File: config.mk
export PLATFORM = sky130hd
export DESIGN_NAME = rsc_top
export DESIGN_NICKNAME = d
export VERILOG_FILES = /design/src/rtl/rsc_pkg.sv /design/src/rtl/rsc_cnt_if.sv /design/src/rtl/rsc_cnt_bank.sv /design/src/rtl/rsc_swap_hist.sv /design/src/rtl/rsc_top.sv
export SDC_FILE = /design/constraint.sdc
export NUM_CORES = 1
export LEC_CHECK = 0
export BUFFER_PORTS_ARGS = -buffer_cell sky130_fd_sc_hd__buf_2
export CORE_MARGIN = 2
export CORE_UTILIZATION = 55
export CTS_BUF_LIST = sky130_fd_sc_hd__clkbuf_16
export DETAILED_ROUTE_END_ITERATION = 7
export GPL_ROUTABILITY_DRIVEN = 0
export GPL_TIMING_DRIVEN = 0
export PLACE_DENSITY = 0.74
export SYNTH_ARGS = -nofsm -noshare
export SYNTH_HDL_FRONTEND = slang
export SYNTH_SLANG_ARGS = --single-unit
File: constraint.sdc
create_clock -name sys_clk_in -period 5.2 [get_ports sys_clk_in]
set_clock_uncertainty 0.15 [all_clocks]
set_input_delay 1.3 -clock sys_clk_in [delete_from_list [all_inputs] [get_ports sys_clk_in]]
set_output_delay 1.3 -clock sys_clk_in [all_outputs]
set_load 0.01 [all_outputs]
File: src/rtl/rsc_pkg.sv
// Shared constants for the render statistics counter block.
package rsc_pkg;
  // Counter geometry.
  localparam int CNT_W = 24;
  localparam int CNT_N = 7;
  localparam int DATA_W = 32;
  localparam int ADDR_W = 4;
  // Counter slots inside the counter bank.
  localparam int CNT_PIX_IN = 0;
  localparam int CNT_CHROMA = 1;
  localparam int CNT_DEPTH = 2;
  localparam int CNT_ALPHA = 3;
  localparam int CNT_STENCIL = 4;
  localparam int CNT_PIX_OUT = 5;
  localparam int CNT_TRI = 6;
  // Register indices on the register port.
  typedef logic [ADDR_W-1:0] rsc_idx_t;
  localparam rsc_idx_t REG_PIX_IN = 4'h0;
  localparam rsc_idx_t REG_CHROMA = 4'h1;
  localparam rsc_idx_t REG_DEPTH = 4'h2;
  localparam rsc_idx_t REG_ALPHA = 4'h3;
  localparam rsc_idx_t REG_STENCIL = 4'h4;
  localparam rsc_idx_t REG_PIX_OUT = 4'h5;
  localparam rsc_idx_t REG_HIST = 4'h6;
  localparam rsc_idx_t REG_TRI = 4'h7;
  localparam rsc_idx_t REG_NOP = 4'h8;
  localparam rsc_idx_t REG_SWAP_PEND = 4'h9;
  // Field positions of the no-operation command.
  localparam int NOP_CLR_PIX_BIT = 0;
  localparam int NOP_CLR_TRI_BIT = 1;
  // Swap history layout and reset values.
  localparam int HIST_NIB = 4;
  localparam int HIST_ENTRIES = 8;
  localparam logic [HIST_NIB-1:0] VSYNC_SAT = 4'hf;
  localparam logic [DATA_W-1:0] HIST_RESET = 32'h0000_0000;
  localparam logic [CNT_W-1:0] CNT_RESET = 24'h00_0000;
  // Width of the pending-swap count.
  localparam int SWAP_PEND_W = 3;
endpackage : rsc_pkg

File: src/rtl/rsc_cnt_if.sv
// Carrier between the control logic and the counter bank.
`timescale 1ns/10ps
`default_nettype none
interface rsc_cnt_if #(
  parameter int N = 7,
  parameter int W = 24
);
  logic [N-1:0] inc;
  logic [N-1:0] clr;
  logic [W-1:0] val [N];
  modport ctrl (output inc, output clr, input val);
  modport bank (input inc, input clr, output val);
endinterface : rsc_cnt_if
`default_nettype wire

File: src/rtl/rsc_cnt_bank.sv
// Bank of wrapping event counters with synchronous clear.
`timescale 1ns/10ps
`default_nettype none
module rsc_cnt_bank #(
  parameter int N = 7,
  parameter int W = 24
) (
  input  wire logic sys_clk_in,
  input  wire logic reset_n_in,
  rsc_cnt_if.bank   cnt
);
  import rsc_pkg::*;

  // wrap at width
  // Each counter wraps at its width; clear beats a same-cycle increment.
  for (genvar i = 0; i < N; i++)
  begin : g_cnt
    logic [W-1:0] count;
    always_ff @(posedge sys_clk_in or negedge reset_n_in)
    begin
      if (!reset_n_in)
        count <= W'(CNT_RESET);
      else if (cnt.clr[i])
        count <= W'(CNT_RESET);
      else if (cnt.inc[i])
        count <= count + 1'b1;
    end
    assign cnt.val[i] = count;
  end
endmodule : rsc_cnt_bank
`default_nettype wire

File: src/rtl/rsc_swap_hist.sv
// Vertical sync counter and swap history shift register.
`timescale 1ns/10ps
`default_nettype none
module rsc_swap_hist (
  input  wire logic                  sys_clk_in,
  input  wire logic                  reset_n_in,
  input  wire logic                  vsync_in,
  input  wire logic                  swap_done_in,
  output logic [rsc_pkg::DATA_W-1:0] hist_out
);
  import rsc_pkg::*;

  logic [HIST_NIB-1:0] vsync_cnt;
  logic [HIST_NIB-1:0] next_vsync_cnt;
  logic                vsync_full;

  // Saturating count; a swap restarts it, counting a coincident vsync.
  assign vsync_full = (vsync_cnt == VSYNC_SAT);
  assign next_vsync_cnt = swap_done_in ? {{(HIST_NIB-1){1'b0}}, vsync_in}
                        : (vsync_in && !vsync_full) ? vsync_cnt + 1'b1
                        : vsync_cnt;

  always_ff @(posedge sys_clk_in or negedge reset_n_in)
  begin
    if (!reset_n_in)
      vsync_cnt <= '0;
    else
      vsync_cnt <= next_vsync_cnt;
  end

  // eight nibble entries
  // Older entries move up one nibble; the newest lands in the low nibble.
  always_ff @(posedge sys_clk_in or negedge reset_n_in)
  begin
    if (!reset_n_in)
      hist_out <= HIST_RESET;
    else if (swap_done_in)
      hist_out <= {hist_out[DATA_W-HIST_NIB-1:0], vsync_cnt};
  end
endmodule : rsc_swap_hist
`default_nettype wire

File: src/rtl/rsc_top.sv
// Render statistics counters, swap history and pending-swap count.
`timescale 1ns/10ps
`default_nettype none
//
// Contract
// - Count every pixel the triangle walker visits, drawn or not.
// - Pixel and test-failure counters reset to zero and clear on a one in no-op bit 0.
// - Count pixels discarded because their colour matches the key colour.
// - Count pixels discarded by a failing depth comparison.
// - Count pixels discarded by the alpha comparison or by alpha masking.
// - Count stencil-test discards, which only happen at 32 bits per pixel.
// - Count pixels actually written to a colour buffer by any rendering path.
// - The colour write mask does not stop a pixel from counting as drawn.
// - Count triangles walked, but not those removed by backface culling.
// - The triangle counter resets to zero and clears on a one in no-op bit 1.
// - A direct write of the swap-pending register bumps the pending-swap count at once, unless a swap finishes in that cycle or the count is full.
// - A finished swap shifts the history up a nibble and loads the saturated vsync count.
// - The history holds eight entries, newest in bits 3:0, oldest in bits 31:28.
module rsc_top (
  input  wire logic                       sys_clk_in,
  input  wire logic                       reset_n_in,
  input  wire logic                       reg_wr_in,
  input  wire logic                       reg_rd_in,
  input  wire rsc_pkg::rsc_idx_t          reg_addr_in,
  input  wire logic [rsc_pkg::DATA_W-1:0] reg_wdata_in,
  output logic [rsc_pkg::DATA_W-1:0]      reg_rdata_out,
  output logic                            reg_rvalid_out,
  input  wire logic                       pix_visit_in,
  input  wire logic                       chroma_fail_in,
  input  wire logic                       depth_fail_in,
  input  wire logic                       alpha_fail_in,
  input  wire logic                       alpha_mask_fail_in,
  input  wire logic                       stencil_fail_in,
  input  wire logic                       render_32bpp_in,
  input  wire logic                       pix_written_in,
  input  wire logic                       tri_walked_in,
  input  wire logic                       tri_culled_in,
  input  wire logic                       vsync_in,
  input  wire logic                       swap_done_in,
  output logic [rsc_pkg::SWAP_PEND_W-1:0] swap_pend_count_out
);
  import rsc_pkg::*;

  // Address decode shared by every write strobe.
  function automatic logic wr_hit(input logic wr, input rsc_idx_t addr,
                                  input rsc_idx_t idx);
    return wr && (addr == idx);
  endfunction : wr_hit

  rsc_cnt_if #(.N(CNT_N), .W(CNT_W)) cnt ();

  logic [DATA_W-1:0]      hist;
  logic [DATA_W-1:0]      next_rdata;
  logic [SWAP_PEND_W-1:0] next_swap_pend;
  logic [CNT_W-1:0]       pix_in_cnt;
  logic [CNT_W-1:0]       chroma_cnt;
  logic [CNT_W-1:0]       depth_cnt;
  logic [CNT_W-1:0]       alpha_cnt;
  logic [CNT_W-1:0]       stencil_cnt;
  logic [CNT_W-1:0]       pix_out_cnt;
  logic [CNT_W-1:0]       tri_cnt;
  wire logic              nop_wr;
  wire logic              swap_pend_wr;
  wire logic              clr_pix;
  wire logic              clr_tri;
  wire logic              pend_full;
  wire logic              pend_empty;

  // Write strobes decoded from the register port.
  assign nop_wr = wr_hit(reg_wr_in, reg_addr_in, REG_NOP);
  assign swap_pend_wr = wr_hit(reg_wr_in, reg_addr_in, REG_SWAP_PEND);
  assign clr_pix = nop_wr && reg_wdata_in[NOP_CLR_PIX_BIT];
  assign clr_tri = nop_wr && reg_wdata_in[NOP_CLR_TRI_BIT];

  // Clear strobes for the bank; the pixel group shares one strobe.
  assign cnt.clr[CNT_PIX_IN] = clr_pix;
  assign cnt.clr[CNT_CHROMA] = clr_pix;
  assign cnt.clr[CNT_DEPTH] = clr_pix;
  assign cnt.clr[CNT_ALPHA] = clr_pix;
  assign cnt.clr[CNT_STENCIL] = clr_pix;
  assign cnt.clr[CNT_PIX_OUT] = clr_pix;
  assign cnt.clr[CNT_TRI] = clr_tri;

  // Event mapping onto the counter bank.
  // every visited pixel
  assign cnt.inc[CNT_PIX_IN] = pix_visit_in;
  assign cnt.inc[CNT_CHROMA] = chroma_fail_in;
  assign cnt.inc[CNT_DEPTH] = depth_fail_in;
  assign cnt.inc[CNT_ALPHA] = alpha_fail_in || alpha_mask_fail_in;
  assign cnt.inc[CNT_STENCIL] = stencil_fail_in && render_32bpp_in;
  assign cnt.inc[CNT_PIX_OUT] = pix_written_in;
  assign cnt.inc[CNT_TRI] = tri_walked_in && !tri_culled_in;

  rsc_cnt_bank #(
    .N (CNT_N),
    .W (CNT_W)
  ) u_bank (
    .sys_clk_in (sys_clk_in),
    .reset_n_in (reset_n_in),
    .cnt        (cnt)
  );

  rsc_swap_hist u_hist (
    .sys_clk_in   (sys_clk_in),
    .reset_n_in   (reset_n_in),
    .vsync_in     (vsync_in),
    .swap_done_in (swap_done_in),
    .hist_out     (hist)
  );

  // Named taps of the bank outputs for the read mux and checks.
  assign pix_in_cnt = cnt.val[CNT_PIX_IN];
  assign chroma_cnt = cnt.val[CNT_CHROMA];
  assign depth_cnt = cnt.val[CNT_DEPTH];
  assign alpha_cnt = cnt.val[CNT_ALPHA];
  assign stencil_cnt = cnt.val[CNT_STENCIL];
  assign pix_out_cnt = cnt.val[CNT_PIX_OUT];
  assign tri_cnt = cnt.val[CNT_TRI];

  // pending-swap count
  // A write adds one and a finished swap takes one; both together cancel.
  // The count saturates rather than wrapping so a runaway writer cannot
  // make the status look idle.
  assign pend_full = &swap_pend_count_out;
  assign pend_empty = ~|swap_pend_count_out;
  assign next_swap_pend =
    (swap_pend_wr && !swap_done_in && !pend_full) ? swap_pend_count_out + 1'b1 :
    (!swap_pend_wr && swap_done_in && !pend_empty) ? swap_pend_count_out - 1'b1 :
    swap_pend_count_out;

  always_ff @(posedge sys_clk_in or negedge reset_n_in)
  begin
    if (!reset_n_in)
      swap_pend_count_out <= '0;
    else
      swap_pend_count_out <= next_swap_pend;
  end

  // zero upper byte on counter reads
  // Read mux; write-only and unmapped indices read as zero.
  always_comb
  begin
    case (reg_addr_in)
      REG_PIX_IN:  next_rdata = {{(DATA_W-CNT_W){1'b0}}, pix_in_cnt};
      REG_CHROMA:  next_rdata = {{(DATA_W-CNT_W){1'b0}}, chroma_cnt};
      REG_DEPTH:   next_rdata = {{(DATA_W-CNT_W){1'b0}}, depth_cnt};
      REG_ALPHA:   next_rdata = {{(DATA_W-CNT_W){1'b0}}, alpha_cnt};
      REG_STENCIL: next_rdata = {{(DATA_W-CNT_W){1'b0}}, stencil_cnt};
      REG_PIX_OUT: next_rdata = {{(DATA_W-CNT_W){1'b0}}, pix_out_cnt};
      REG_HIST:    next_rdata = hist;
      REG_TRI:     next_rdata = {{(DATA_W-CNT_W){1'b0}}, tri_cnt};
      default:     next_rdata = '0;
    endcase
  end

  // Read data is registered; it holds until the next read.
  always_ff @(posedge sys_clk_in or negedge reset_n_in)
  begin
    if (!reset_n_in)
    begin
      reg_rdata_out <= '0;
      reg_rvalid_out <= 1'b0;
    end
    else
    begin
      reg_rvalid_out <= reg_rd_in;
      if (reg_rd_in)
        reg_rdata_out <= next_rdata;
    end
  end
endmodule : rsc_top
`default_nettype wire

Yosys cells after proc, flatten, opt, wreduce, memory -nomap -nowiden
Cells that the tools add are included.
{ "op_classes": {"eq_ne": 10, "n_mux": 19, "n_addsub": 10, "reduce_logical": 29} }
{ "op_table": {"columns": ["op", "n"], "rows": [
  ["24-bit two-way mux", 14],
  ["32-bit case mux with 8 select lines", 1],
  ["24-bit by 1-bit adder with 24-bit output, second input constant", 7],
  ["2-bit nonzero test", 9],
  ["4-bit by 3-bit equality test with 1-bit output, second input constant", 4],
  ["4-bit equality test, second input constant", 3],
  ["1-bit logical AND", 11],
  ["4-bit by 2-bit equality test with 1-bit output, second input constant", 2],
  ["4-bit two-way mux", 2],
  ["3-bit two-way mux", 2],
  ["1-bit zero test", 5],
  ["4-bit by 1-bit adder with 4-bit output, second input constant", 1],
  ["4-bit by 1-bit equality test with 1-bit output, second input constant", 1],
  ["4-bit zero test", 1],
  ["3-bit by 1-bit adder with 3-bit output, second input constant", 1],
  ["3-bit AND reduction", 1],
  ["3-bit OR reduction", 1],
  ["3-bit by 1-bit subtractor with 3-bit output, second input constant", 1],
  ["1-bit logical OR", 1]
]} }
{ "word_totals": {"ff_bits": 240} }

Logic depth before layout (Yosys ltp)
Gate-level depths: netlist (run 1).
{ "depth": {"word_depth": 7, "mapped_depth": 10, "ltp_nobuf": 8} }

By module
Synthesis (run 1) repeated with hierarchy kept, for this count alone.
{ "unflattened": {"cells_unflattened": 1360, "area_unflattened_um2": 13446.6} }
{ "modules_own_cells": {"columns": ["mod", "area_each_um2", "instances", "seq_area_each_um2", "cells_each"], "rows": [
  ["rsc_cnt_bank", 8707.1, 1, 4204.0, 919],
  ["rsc_top", 3309.4, 1, 900.9, 351],
  ["rsc_swap_hist", 1430.1, 1, 900.9, 90]
]} }

Worst setup path after synthesis (run 1)
OpenSTA, ideal clock, no wires.
{ "synth_timing": {"path_type": "in2reg", "from": "input reg_addr_in[2]", "to": "register swap_pend_count_out[1] (netlist name)", "setup_slack_ps": 1693, "arrival_ps": 3263, "path_buffers": 2, "setup_ps": 94, "required_ps": 4956, "stages": 9, "cell_sequence": "clkbuf_1 > and3b_1 > clkbuf_1 > nand2_1 > a31o_2 > fa_1 > o21ai_0 > a31o_2 > a211oi_1"} }
{ "synth_via": {"elab_cells_between_ends": 9, "cone_classes": "eq/ne (1); mux (1); reduce/logical (7)"} }
{ "synth_lines": {"columns": ["element", "line_no", "rtl"], "rows": [
  ["start, declared", "rsc_top.sv:24", "input wire rsc_pkg::rsc_idx_t reg_addr_in,"],
  ["4-bit equality test", "rsc_top.sv:47", "return wr && (addr == idx);"],
  ["1-bit logical AND", "rsc_top.sv:47", null],
  ["1-bit logical AND (2 in series)", "rsc_top.sv:127", "(swap_pend_wr && !swap_done_in && !pend_full) ? swap_pend_count_out + 1'b1 :"],
  ["3-bit two-way mux", "rsc_top.sv:127", null],
  ["named net next_swap_pend[1]", "rsc_top.sv:54", "logic [SWAP_PEND_W-1:0] next_swap_pend;"],
  ["end signal, assigned", "rsc_top.sv:136", "swap_pend_count_out <= next_swap_pend;"],
  ["end, declared", "rsc_top.sv:40", "output logic [rsc_pkg::SWAP_PEND_W-1:0] swap_pend_count_out"]
]} }
The timed path passes the listed nets, and every way through them passes these cells.
A chain may end at the register's enable or synchronous reset.

Worst setup path in the final report (run 1)
{ "layout_timing": {"from": "input reg_addr_in[1]", "to": "register reg_rdata_out[12] (netlist name)"} }
{ "layout_via": {"elab_chain_len": 2, "elab_cells_between_ends": 9, "cone_classes": "eq/ne (7); mux (1); reduce/logical (1)"} }
{ "layout_lines": {"columns": ["element", "line_no", "rtl"], "rows": [
  ["4-bit by 3-bit equality test with 1-bit output, or another cell as far along", "rsc_top.sv:143", "case (reg_addr_in)"],
  ["32-bit case mux with 8 select lines (*)", "rsc_top.sv:143", null],
  ["end signal, assigned", "rsc_top.sv:168", "reg_rdata_out <= next_rdata;"],
  ["end, declared", "rsc_top.sv:26", "output logic [rsc_pkg::DATA_W-1:0] reg_rdata_out,"]
]} }
Mark *: on every way between the ends. The rest lies on a longest branch, timed or not.

==> results of run 1 <==
[path summary, 6_finish.rpt]
check,end,cells past startpoint,slack (ps)
max in group asynchronous,u_bank.g_cnt[1].count[21],2,3620
hold / removal,reg_rdata_out[16],1,350
hold reg to reg,reg_rdata_out[16],1,350
setup reg to reg,u_bank.g_cnt[6].count[17],5,2780
min in group asynchronous,u_bank.g_cnt[3].count[3],1,440
setup / recovery,reg_rdata_out[12],7,1690
[cell type report]
class	count	area [µm²]	area share, %
multi-input combinational	937	6100	43.4
sequential	240	6010	42.8
clock buffer	27	676	4.81
buffer	86	367	2.61
tap	285	357	2.54
timing repair buffer	54	325	2.32
clock inverter	18	121	0.864
inverter	26	97.6	0.695
[layer usage]
layer  global-route usage, %  wire (µm)  up-vias
met4                    14.1       2250        0
met5                       0          0        -
met3                    7.97       4070      162
met2                    48.9      16600      636
met1                    43.6      15300     5450
li1                        -          -     5028
[per-stage QoR]
| stage | worst slack (ps) | area [µm²] | instances | hold WS [ps] |
|---|---|---|---|---|
| finish | 1690 | 14000 | 1673 | 351 |
| global route | 1630 | 14000 | 1673 | 370 |
| CTS | 1780 | 14000 | 1673 | 357 |
| detailed placement | 1240 | 13300 | 1628 | 339 |
| global placement | -1610 | 13200 | 1626 | 334 |
| floorplan | 1690 | 12600 | 1289 | 315 |
[state kept, by name (all words and copies together), names as in the netlist]
signal,cells
reg_rdata_out,32
reg_rvalid_out,1
swap_pend_count_out,3
u_bank.g_cnt.count,168
u_hist.hist_out,32
u_hist.vsync_cnt,4
[report_power, final]
part / internal [mW] / switching [mW]
Combinational: 0.324 / 0.450
Sequential: 2.10 / 0.401
Clock: 1.02 / 0.752
[cell usage in the layout (no fill, tap or decap), types with 24 or more instances in the layout]
cell,Yosys,final
dfrtp_1,240,240
a22oi_1,96,96
nor2_1,95,95
a21oi_1,81,81
nand4_1,77,77
nand2_1,73,73
clkbuf_1,70,70
nand3_1,62,62
buf_2,4,55
or4_1,49,49
o21ai_0,46,46
xor2_1,44,44
o31ai_1,41,41
xnor2_1,38,38
or3_1,33,33
mux2_2,33,33
inv_1,26,31
clkbuf_16,0,27
a22o_1,24,24
[worst max-delay path, stage by stage]
cell and delay (ps):
buf_2 130, clkbuf_1 250, nor4_1 860, clkbuf_1 510, a22oi_1 290, nand4_1 310
a22o_1 170
[kinds of logic after synthesis]
| group | share of synthesized area (%) |
|---|---|
| adders and majority gates | 0.956 |
| and+or+nand+nor | 22.2 |
| DFF | 47.8 |
| muxes | 3.59 |
| xor gates and xnor gates | 5.71 |
| AOI/OAI and AO/OA | 16.0 |
| buffers and inverters | 3.69 |
==> impl_metrics.toml, run 1 <==
[timing]
drv_slew = 0
worst_slew_pin_slew_ps = 1130
fin_crit_sh_pct = 67.5
finalCriticalPeriod_ps = 3510
finalSetupTns_ps = 0
fmax_mhz = 285
finalHoldViolations = 0
grt_setup_unrepaired = "no"
setup_viol = 0
relSlewSlack_pct = 23.9

[worst_setup_path]
worstSetupPathType = "input pin to flip-flop"
crit_required_ps = 5520
crit_path_start_kind = "input pin"
arrival_ps = 3830
cp-startpoint = "reg_addr_in[1]"
rr_startpoint = "u_bank.g_cnt[6].count[0]"
crit_fanout = 10
end_kind = "flip-flop"

[power]
p_per_area_nw_per_um2 = 360
peakVddDrop_uv = 258
power_leakage_nw = 5.85
totalPowerFinal_mw = 5.05

[cells_and_area]
synthToLayoutAreaGrowth_pct = 11.8
diodes = 0
post-route-util_pct = 62.4
drive_gt1_share_pct = 10.0
fillCellCount = 1881
layout.nets = 1432

[synth]
synth_area_um2 = 12600
yosysTopAreaCellShare_pct = 47.8
ys_top_cells_by_area = "dfrtp_1 (48%), a22oi_1 (5.7%), nand4_1 (3.8%)"
synth.most_common_cell = "dfrtp_1"
ys_top_cells_by_count = "dfrtp_1 (240), a22oi_1 (96), nor2_1 (95)"
synthFlopType = "dfrtp_1"
syn_area_per_cell_um2 = 9.75
ys_ff_latch = 240
yosysWarnings = 0
async_flop_share_pct = 100
synth_top_cell_by_area = "dfrtp_1"
synthCells = 1289
yosys.cell_types.count = 54
synth_nets = 1350
seq_area_frac_synth_pct = 47.8
synth_edf_count = 0

[detailed_routing]
drc = 0
viasPerCell = 6.74
wire_per_inst_um = 22.8
vias = 11300
ant_nets = 0
first_pass_iters = 7
drtIter0Drc = 1462
wirelength_um = 38200

[cts]
post-cts-setup-buffers = 0
cts-buffers-inserted = 26
insertion_delay_ps = 540
cts_sinks = 240
clockBufferDepth = 3
postCtsHoldBufs = 0
ctsRootBufferMaster = "clkbuf_16"
post_cts_resized = 0
cts_tree = "built"
clk_pin_slew_ps = 60
htree_levels = 1

[global_routing]
grt_start_max_net_pins = 117
antenna_found_initial = 0
groute.usage.overall_pct = 32.0
grt_pass1_wl_um = 59600
first_global_vias = 10400
grt-ovfl-total = 0

[die]
die_w_um = 155
die_h_um = 155
pin_count = 88
dieArea_um2 = 24100
fp-row-count = 55
initial_core_util_pct = 55.9
core_um2 = 22500

[placement]
io_buffers = 52
hpwlAfterDp_um = 28100

[job]
maxCapViolCount = 0

[hold_path]
hold_class = "flip-flop to flip-flop"
worstHoldStart = "reg_rdata_out[16]"

[status]
status = "finished clean"
Power figures use the tool's default switching activity.
==> run 2: changes to the inputs <==
Settings changed: PLACE_DENSITY 0.74 to 0.77.
Clock period 5.2 ns to 3 ns, I/O delays scaled along.
==> impl_metrics.toml, run 2 (same netlist as run 1, synthesis figures left out) <==
[worst_setup_path]
r2r_end = "u_bank.g_cnt[1].count[16]"
rr_startpoint = "u_bank.g_cnt[1].count[0]"
crit_required_ps = 3320
crit_buf_inv = 3
cpMaxStageDelayCell = "nor4b_1"
crit_chain = "buf_2 -> clkbuf_1 -> nor4b_1 -> clkbuf_1 -> a22oi_1 -> nand4_1 -> a22o_1"
crit_path_frequent_cell = "clkbuf_1"
end_kind = "flip-flop"
slowest_delay_ps = 990
worstSetupPathType = "input pin to flip-flop"
cp_top_family = "simple AND/OR/NAND/NOR gates"
crit_fanout = 10
arrival_ps = 3250
crit_path_start_kind = "input pin"
reg2reg_slack_ps = 530
rr_worst_depth = 6
cp-startpoint = "reg_addr_in[3]"

[cts]
cts-buffers-inserted = 27
insertion_delay_ps = 540
cts_tree = "built"
htree_levels = 1
clockBufferDepth = 3
post-cts-setup-buffers = 0
clk_pin_slew_ps = 60
cts_sinks = 240
ctsRootBufferMaster = "clkbuf_16"

[detailed_routing]
wire_per_inst_um = 22.7
ant_nets = 0
wirelength_um = 38100
drtIter0Drc = 1447
vias = 11400
viasPerCell = 6.78
first_pass_iters = 6
drc = 0

[cells_and_area]
largest_register = "u_bank.g_cnt.count"
mostFrequentLayoutCell = "dfrtp_1"
drive_gt1_share_pct = 10.8
layout.nets = 1434
synthToLayoutAreaGrowth_pct = 13.2
diodes = 0
final_cell_mix = "dfrtp_1 (240), a22oi_1 (96), nor2_1 (95), a21oi_1 (81), nand4_1 (77)"
top_regs = "u_bank.g_cnt.count (168), reg_rdata_out (32), u_hist.hist_out (32)"
largest_reg_flops = 168
finalInstanceArea_um2 = 14200
fillCellCount = 1802

[die]
core_um2 = 22500
pin_count = 88
dieArea_um2 = 24100
die_w_um = 155
fp-row-count = 55
initial_core_util_pct = 55.9
die_h_um = 155

[hold_path]
hold_class = "input pin to flip-flop"
hold_path_end = "reg_rvalid_out"
worstHoldStart = "reg_rd_in"
holdPathStages = 1

[power]
p_seq_share_pct = 46.7
swShare_pct = 30.6
combPwrFrac_pct = 14.7
power_switching_mw = 2.83
clkPwrFrac_pct = 38.6
power_leakage_nw = 5.93
p_per_area_nw_per_um2 = 651
p_int_mw = 6.44
peakVddDrop_uv = 481

[placement]
hpwlAfterDp_um = 27800
placed_area_um2 = 13300
pre_cts_slack_ps = -386
io_buffers = 52

[global_routing]
antenna_found_initial = 0
first_global_vias = 10600
grt_pass1_wl_um = 59700
grt-ovfl-total = 0
groute.usage.overall_pct = 31.7
grt_start_max_net_pins = 106

[timing]
setup_viol = 0
fin_crit_sh_pct = 97.6
fmax_mhz = 342
drv_slew = 0
relSlewSlack_pct = 23.0
grt_setup_unrepaired = "no"
final.setup.worst_slack_ps = 71.8
finalHoldViolations = 0
worst_slew_pin_slew_ps = 1140
finalCriticalPeriod_ps = 2930

[status]
status = "finished clean"

[job]
maxCapViolCount = 0
==> run 2: metal layers <==
| metal | vias up | wire length, µm | global-route usage (%) |
|---|---|---|---|
| met5 | - | 0 | 0 |
| met3 | 152 | 4090 | 8.89 |
| met4 | 0 | 2140 | 13.2 |
| met1 | 5554 | 14800 | 42.1 |
| met2 | 613 | 17000 | 49.2 |
| li1 | 5064 | - | - |
==> run 2: metrics by stage <==
step	TNS (ps)	hold WS, ps	instances	utilization, %	power (mW)
floorplan	0	304	1289	-	5.03
global placement	-787900	332	1626	58.6	5.59
detailed placement	-10160	343	1628	58.9	5.68
CTS	0	176	1679	63.2	9.25
global route	0	181	1679	63.2	9.63
finish	0	189	1679	63.2	9.27
==> run 2: layout make-up <==
cell class	instances	area, µm²	area share, %
multi-input combinational	937	6110	42.9
sequential	240	6010	42.2
clock buffer	27	676	4.75
buffer	86	367	2.58
tap	285	357	2.51
timing repair buffer	55	335	2.36
clock inverter	23	284	2.00
inverter	26	97.6	0.686
==> run 2: worst register-to-register path, delay by kind of cell, from the launching register on <==
| family | cells | cell delay [ps] |
|---|---|---|
| compound gates | 1 | 140 |
| buf+inv | 2 | 300 |
| flops | 1 | 520 |
| simple gates | 2 | 980 |
| fa+ha+maj | 1 | 300 |
==> run 2: power groups by stage <==
stage | clock, mW | sequential [mW] | combinational [mW]
2_1_floorplan | 0 | 4.09 | 0.946
5_1_grt | 3.74 | 4.36 | 1.53
6_report | 3.58 | 4.33 | 1.36
3_3_place_gp | 0 | 4.33 | 1.26
3_5_place_dp | 0 | 4.35 | 1.33
4_1_cts | 3.61 | 4.29 | 1.35
==> run 2: worst max-delay path by stage <==
stage                                end  slack [ps]  cells past startpoint
2_1_floorplan     swap_pend_count_out[1]          40                      9
3_5_place_dp           reg_rdata_out[20]        -390                      7
4_1_cts                 reg_rdata_out[5]         150                      7
6_report               reg_rdata_out[11]          70                      7
5_1_grt                reg_rdata_out[16]          50                      7
3_3_place_gp   u_bank.g_cnt[0].count[17]       -3270                      1
==> run 2: timing repair <==
action                                 in CTS  in global routing
endpoints found under the hold margin       1                  0
gates resized for setup                     0                  2
setup endpoints to repair                   0                  6
hold buffers                                1                  0
==> run 3: changes to the inputs <==
Settings changed: CELL_PAD_IN_SITES_DETAIL_PLACEMENT set to 0, CELL_PAD_IN_SITES_GLOBAL_PLACEMENT set to 1, CORE_UTILIZATION 55 to 43, PLACE_DENSITY 0.77 to unset, PLACE_DENSITY_LB_ADDON set to 0.1, RECOVER_POWER set to 50.
Clock period 3 ns to 2.4 ns, I/O delays scaled along.
==> impl_metrics.toml, run 3 (same netlist as run 1, synthesis figures left out) <==
[global_routing]
first_global_vias = 10300
grt-ovfl-total = 0
antenna_found_initial = 0
grt_start_max_net_pins = 98
grt_pass1_wl_um = 65000
groute.usage.overall_pct = 27.9

[cells_and_area]
final_cells = 1789
diodes = 0
synthToLayoutAreaGrowth_pct = 16.3
multi_input_area_um2 = 6230
finalInstanceArea_um2 = 14600
largest_reg_flops = 168
largest_register = "u_bank.g_cnt.count"
fillCellCount = 2665
layout.nets = 1443
final_cell_mix = "dfrtp_1 (226), nor2_1 (95), a22oi_1 (93), a21oi_1 (81), nand4_1 (77)"
drive_gt1_share_pct = 15.4
top_regs = "u_bank.g_cnt.count (168), reg_rdata_out (32), u_hist.hist_out (32)"
register_area_um2 = 6020
mostFrequentLayoutCell = "dfrtp_1"

[power]
p_seq_share_pct = 45.6
power_switching_mw = 3.68
p_int_mw = 8.16
peakVddDrop_uv = 498
p_per_area_nw_per_um2 = 810
clkPwrFrac_pct = 39.6
swShare_pct = 31.0
power_leakage_nw = 6.10
combPwrFrac_pct = 14.9

[cts]
cts_sinks = 240
insertion_delay_ps = 560
cts_tree = "built"
clockBufferDepth = 3
clk_pin_slew_ps = 60
htree_levels = 1
ctsRootBufferMaster = "clkbuf_16"
cts-buffers-inserted = 30

[worst_setup_path]
worstSetupPathType = "input pin to flip-flop"
crit_cells = 8
end_kind = "flip-flop"
rr_worst_depth = 5
crit_fanout = 10
cp_top_family = "buffers and inverters"
slowest_delay_ps = 460
crit_path_start_kind = "input pin"
crit_buf_inv = 4
crit_required_ps = 2700
cpMaxStageDelayCell = "a22oi_1"
arrival_ps = 2680
crit_path_frequent_cell = "clkbuf_2"
crit_chain = "buf_2 -> clkbuf_2 -> and4b_1 -> clkbuf_1 -> clkbuf_2 -> a22oi_1 -> nand4_1 -> a22o_1"

[timing]
fin_crit_sh_pct = 99.4
finalHoldViolations = 0
final.setup.worst_slack_ps = 15.0
finalSetupTns_ps = 0
grt_setup_unrepaired = "no"
finalCriticalPeriod_ps = 2390
setup_viol = 0
fmax_mhz = 419
relSlewSlack_pct = 40.2
drv_slew = 0
worst_slew_pin_slew_ps = 897

[detailed_routing]
route.met2.wl_um = 18400
top_layer = "met4"
wirelength_um = 42500
drtIter0Drc = 1116
wire_per_inst_um = 23.7
first_pass_iters = 5
vias = 11100
m1WireLength_um = 19300
ant_nets = 0
viasPerCell = 6.22
route.met3.wl_um = 3150
drc = 0

[placement]
place_inst = 1727
pre_cts_slack_ps = -1080
placed_area_um2 = 13400
hpwlAfterDp_um = 31300
io_buffers = 52

[hold_path]
holdPathStages = 3
hold_class = "input pin to flip-flop"

[die]
fp-row-count = 62
pin_count = 88
die_w_um = 175
initial_core_util_pct = 43.7
die_h_um = 175
dieArea_um2 = 30600
core_um2 = 28800

[job]
maxCapViolCount = 0

[status]
status = "finished clean"
[run 3: layout make-up]
class	count	share of cell area (%)
Multi-Input combinational cell	937	42.6
Sequential cell	240	41.2
Clock buffer	31	5.30
Tap cell	384	3.29
Buffer	84	2.85
Timing Repair Buffer	63	2.50
Clock inverter	24	1.63
Inverter	26	0.667
[run 3: path summary, 6_finish.rpt]
kind                                          start                   endpoint  slack [ps]
setup / recovery                     reg_addr_in[3]          reg_rdata_out[19]          10
hold / removal                             vsync_in        u_hist.vsync_cnt[1]         190
setup reg to reg           u_bank.g_cnt[0].count[7]  u_bank.g_cnt[0].count[22]          60
hold reg to reg                 u_hist.hist_out[30]          reg_rdata_out[30]         340
max in group asynchronous                reset_n_in   u_bank.g_cnt[1].count[2]         430
min in group asynchronous                reset_n_in     swap_pend_count_out[0]         410
[run 3: power groups by stage]
| stage | Sequential, mW | Clock [mW] | Combinational, mW |
|---|---|---|---|
| after detailed placement | 5.43 | 0 | 1.70 |
| after floorplan | 5.11 | 0 | 1.21 |
| after global placement | 5.42 | 0 | 1.66 |
| after global routing | 5.46 | 4.93 | 2.01 |
| final | 5.39 | 4.68 | 1.76 |
| after CTS | 5.37 | 4.76 | 1.74 |
[run 3: timing repair]
action,in CTS,in global routing
gates resized for setup,25,42
pin swaps,1,3
setup buffers,1,6
endpoints found under the hold margin,60,0
hold buffers,2,0
setup endpoints to repair,36,55
[run 3: per-layer routing]
layer,GRT usage (%),vias up
li1,-,5072
met3,3.87,93
met4,9.24,0
met2,42.1,449
met1,41.2,5508
met5,0,-
[run 3: stage by stage]
| step | utilization, % | power, mW | hold WS (ps) |
|---|---|---|---|
| floorplan | - | 6.32 | 154 |
| global placement | 46.4 | 7.08 | 336 |
| detailed placement | 46.7 | 7.13 | 337 |
| CTS | 50.6 | 11.9 | 177 |
| global route | 50.8 | 12.4 | 208 |
| finish | 50.8 | 11.8 | 191 |
[run 3: worst register-to-register path, cell delays in order (launching register included)]
cell	delay, ps
dfrtp_1	450
nand2_1	210
or4_4	560
buf_2	180
or4_1	500
a21oi_1	190
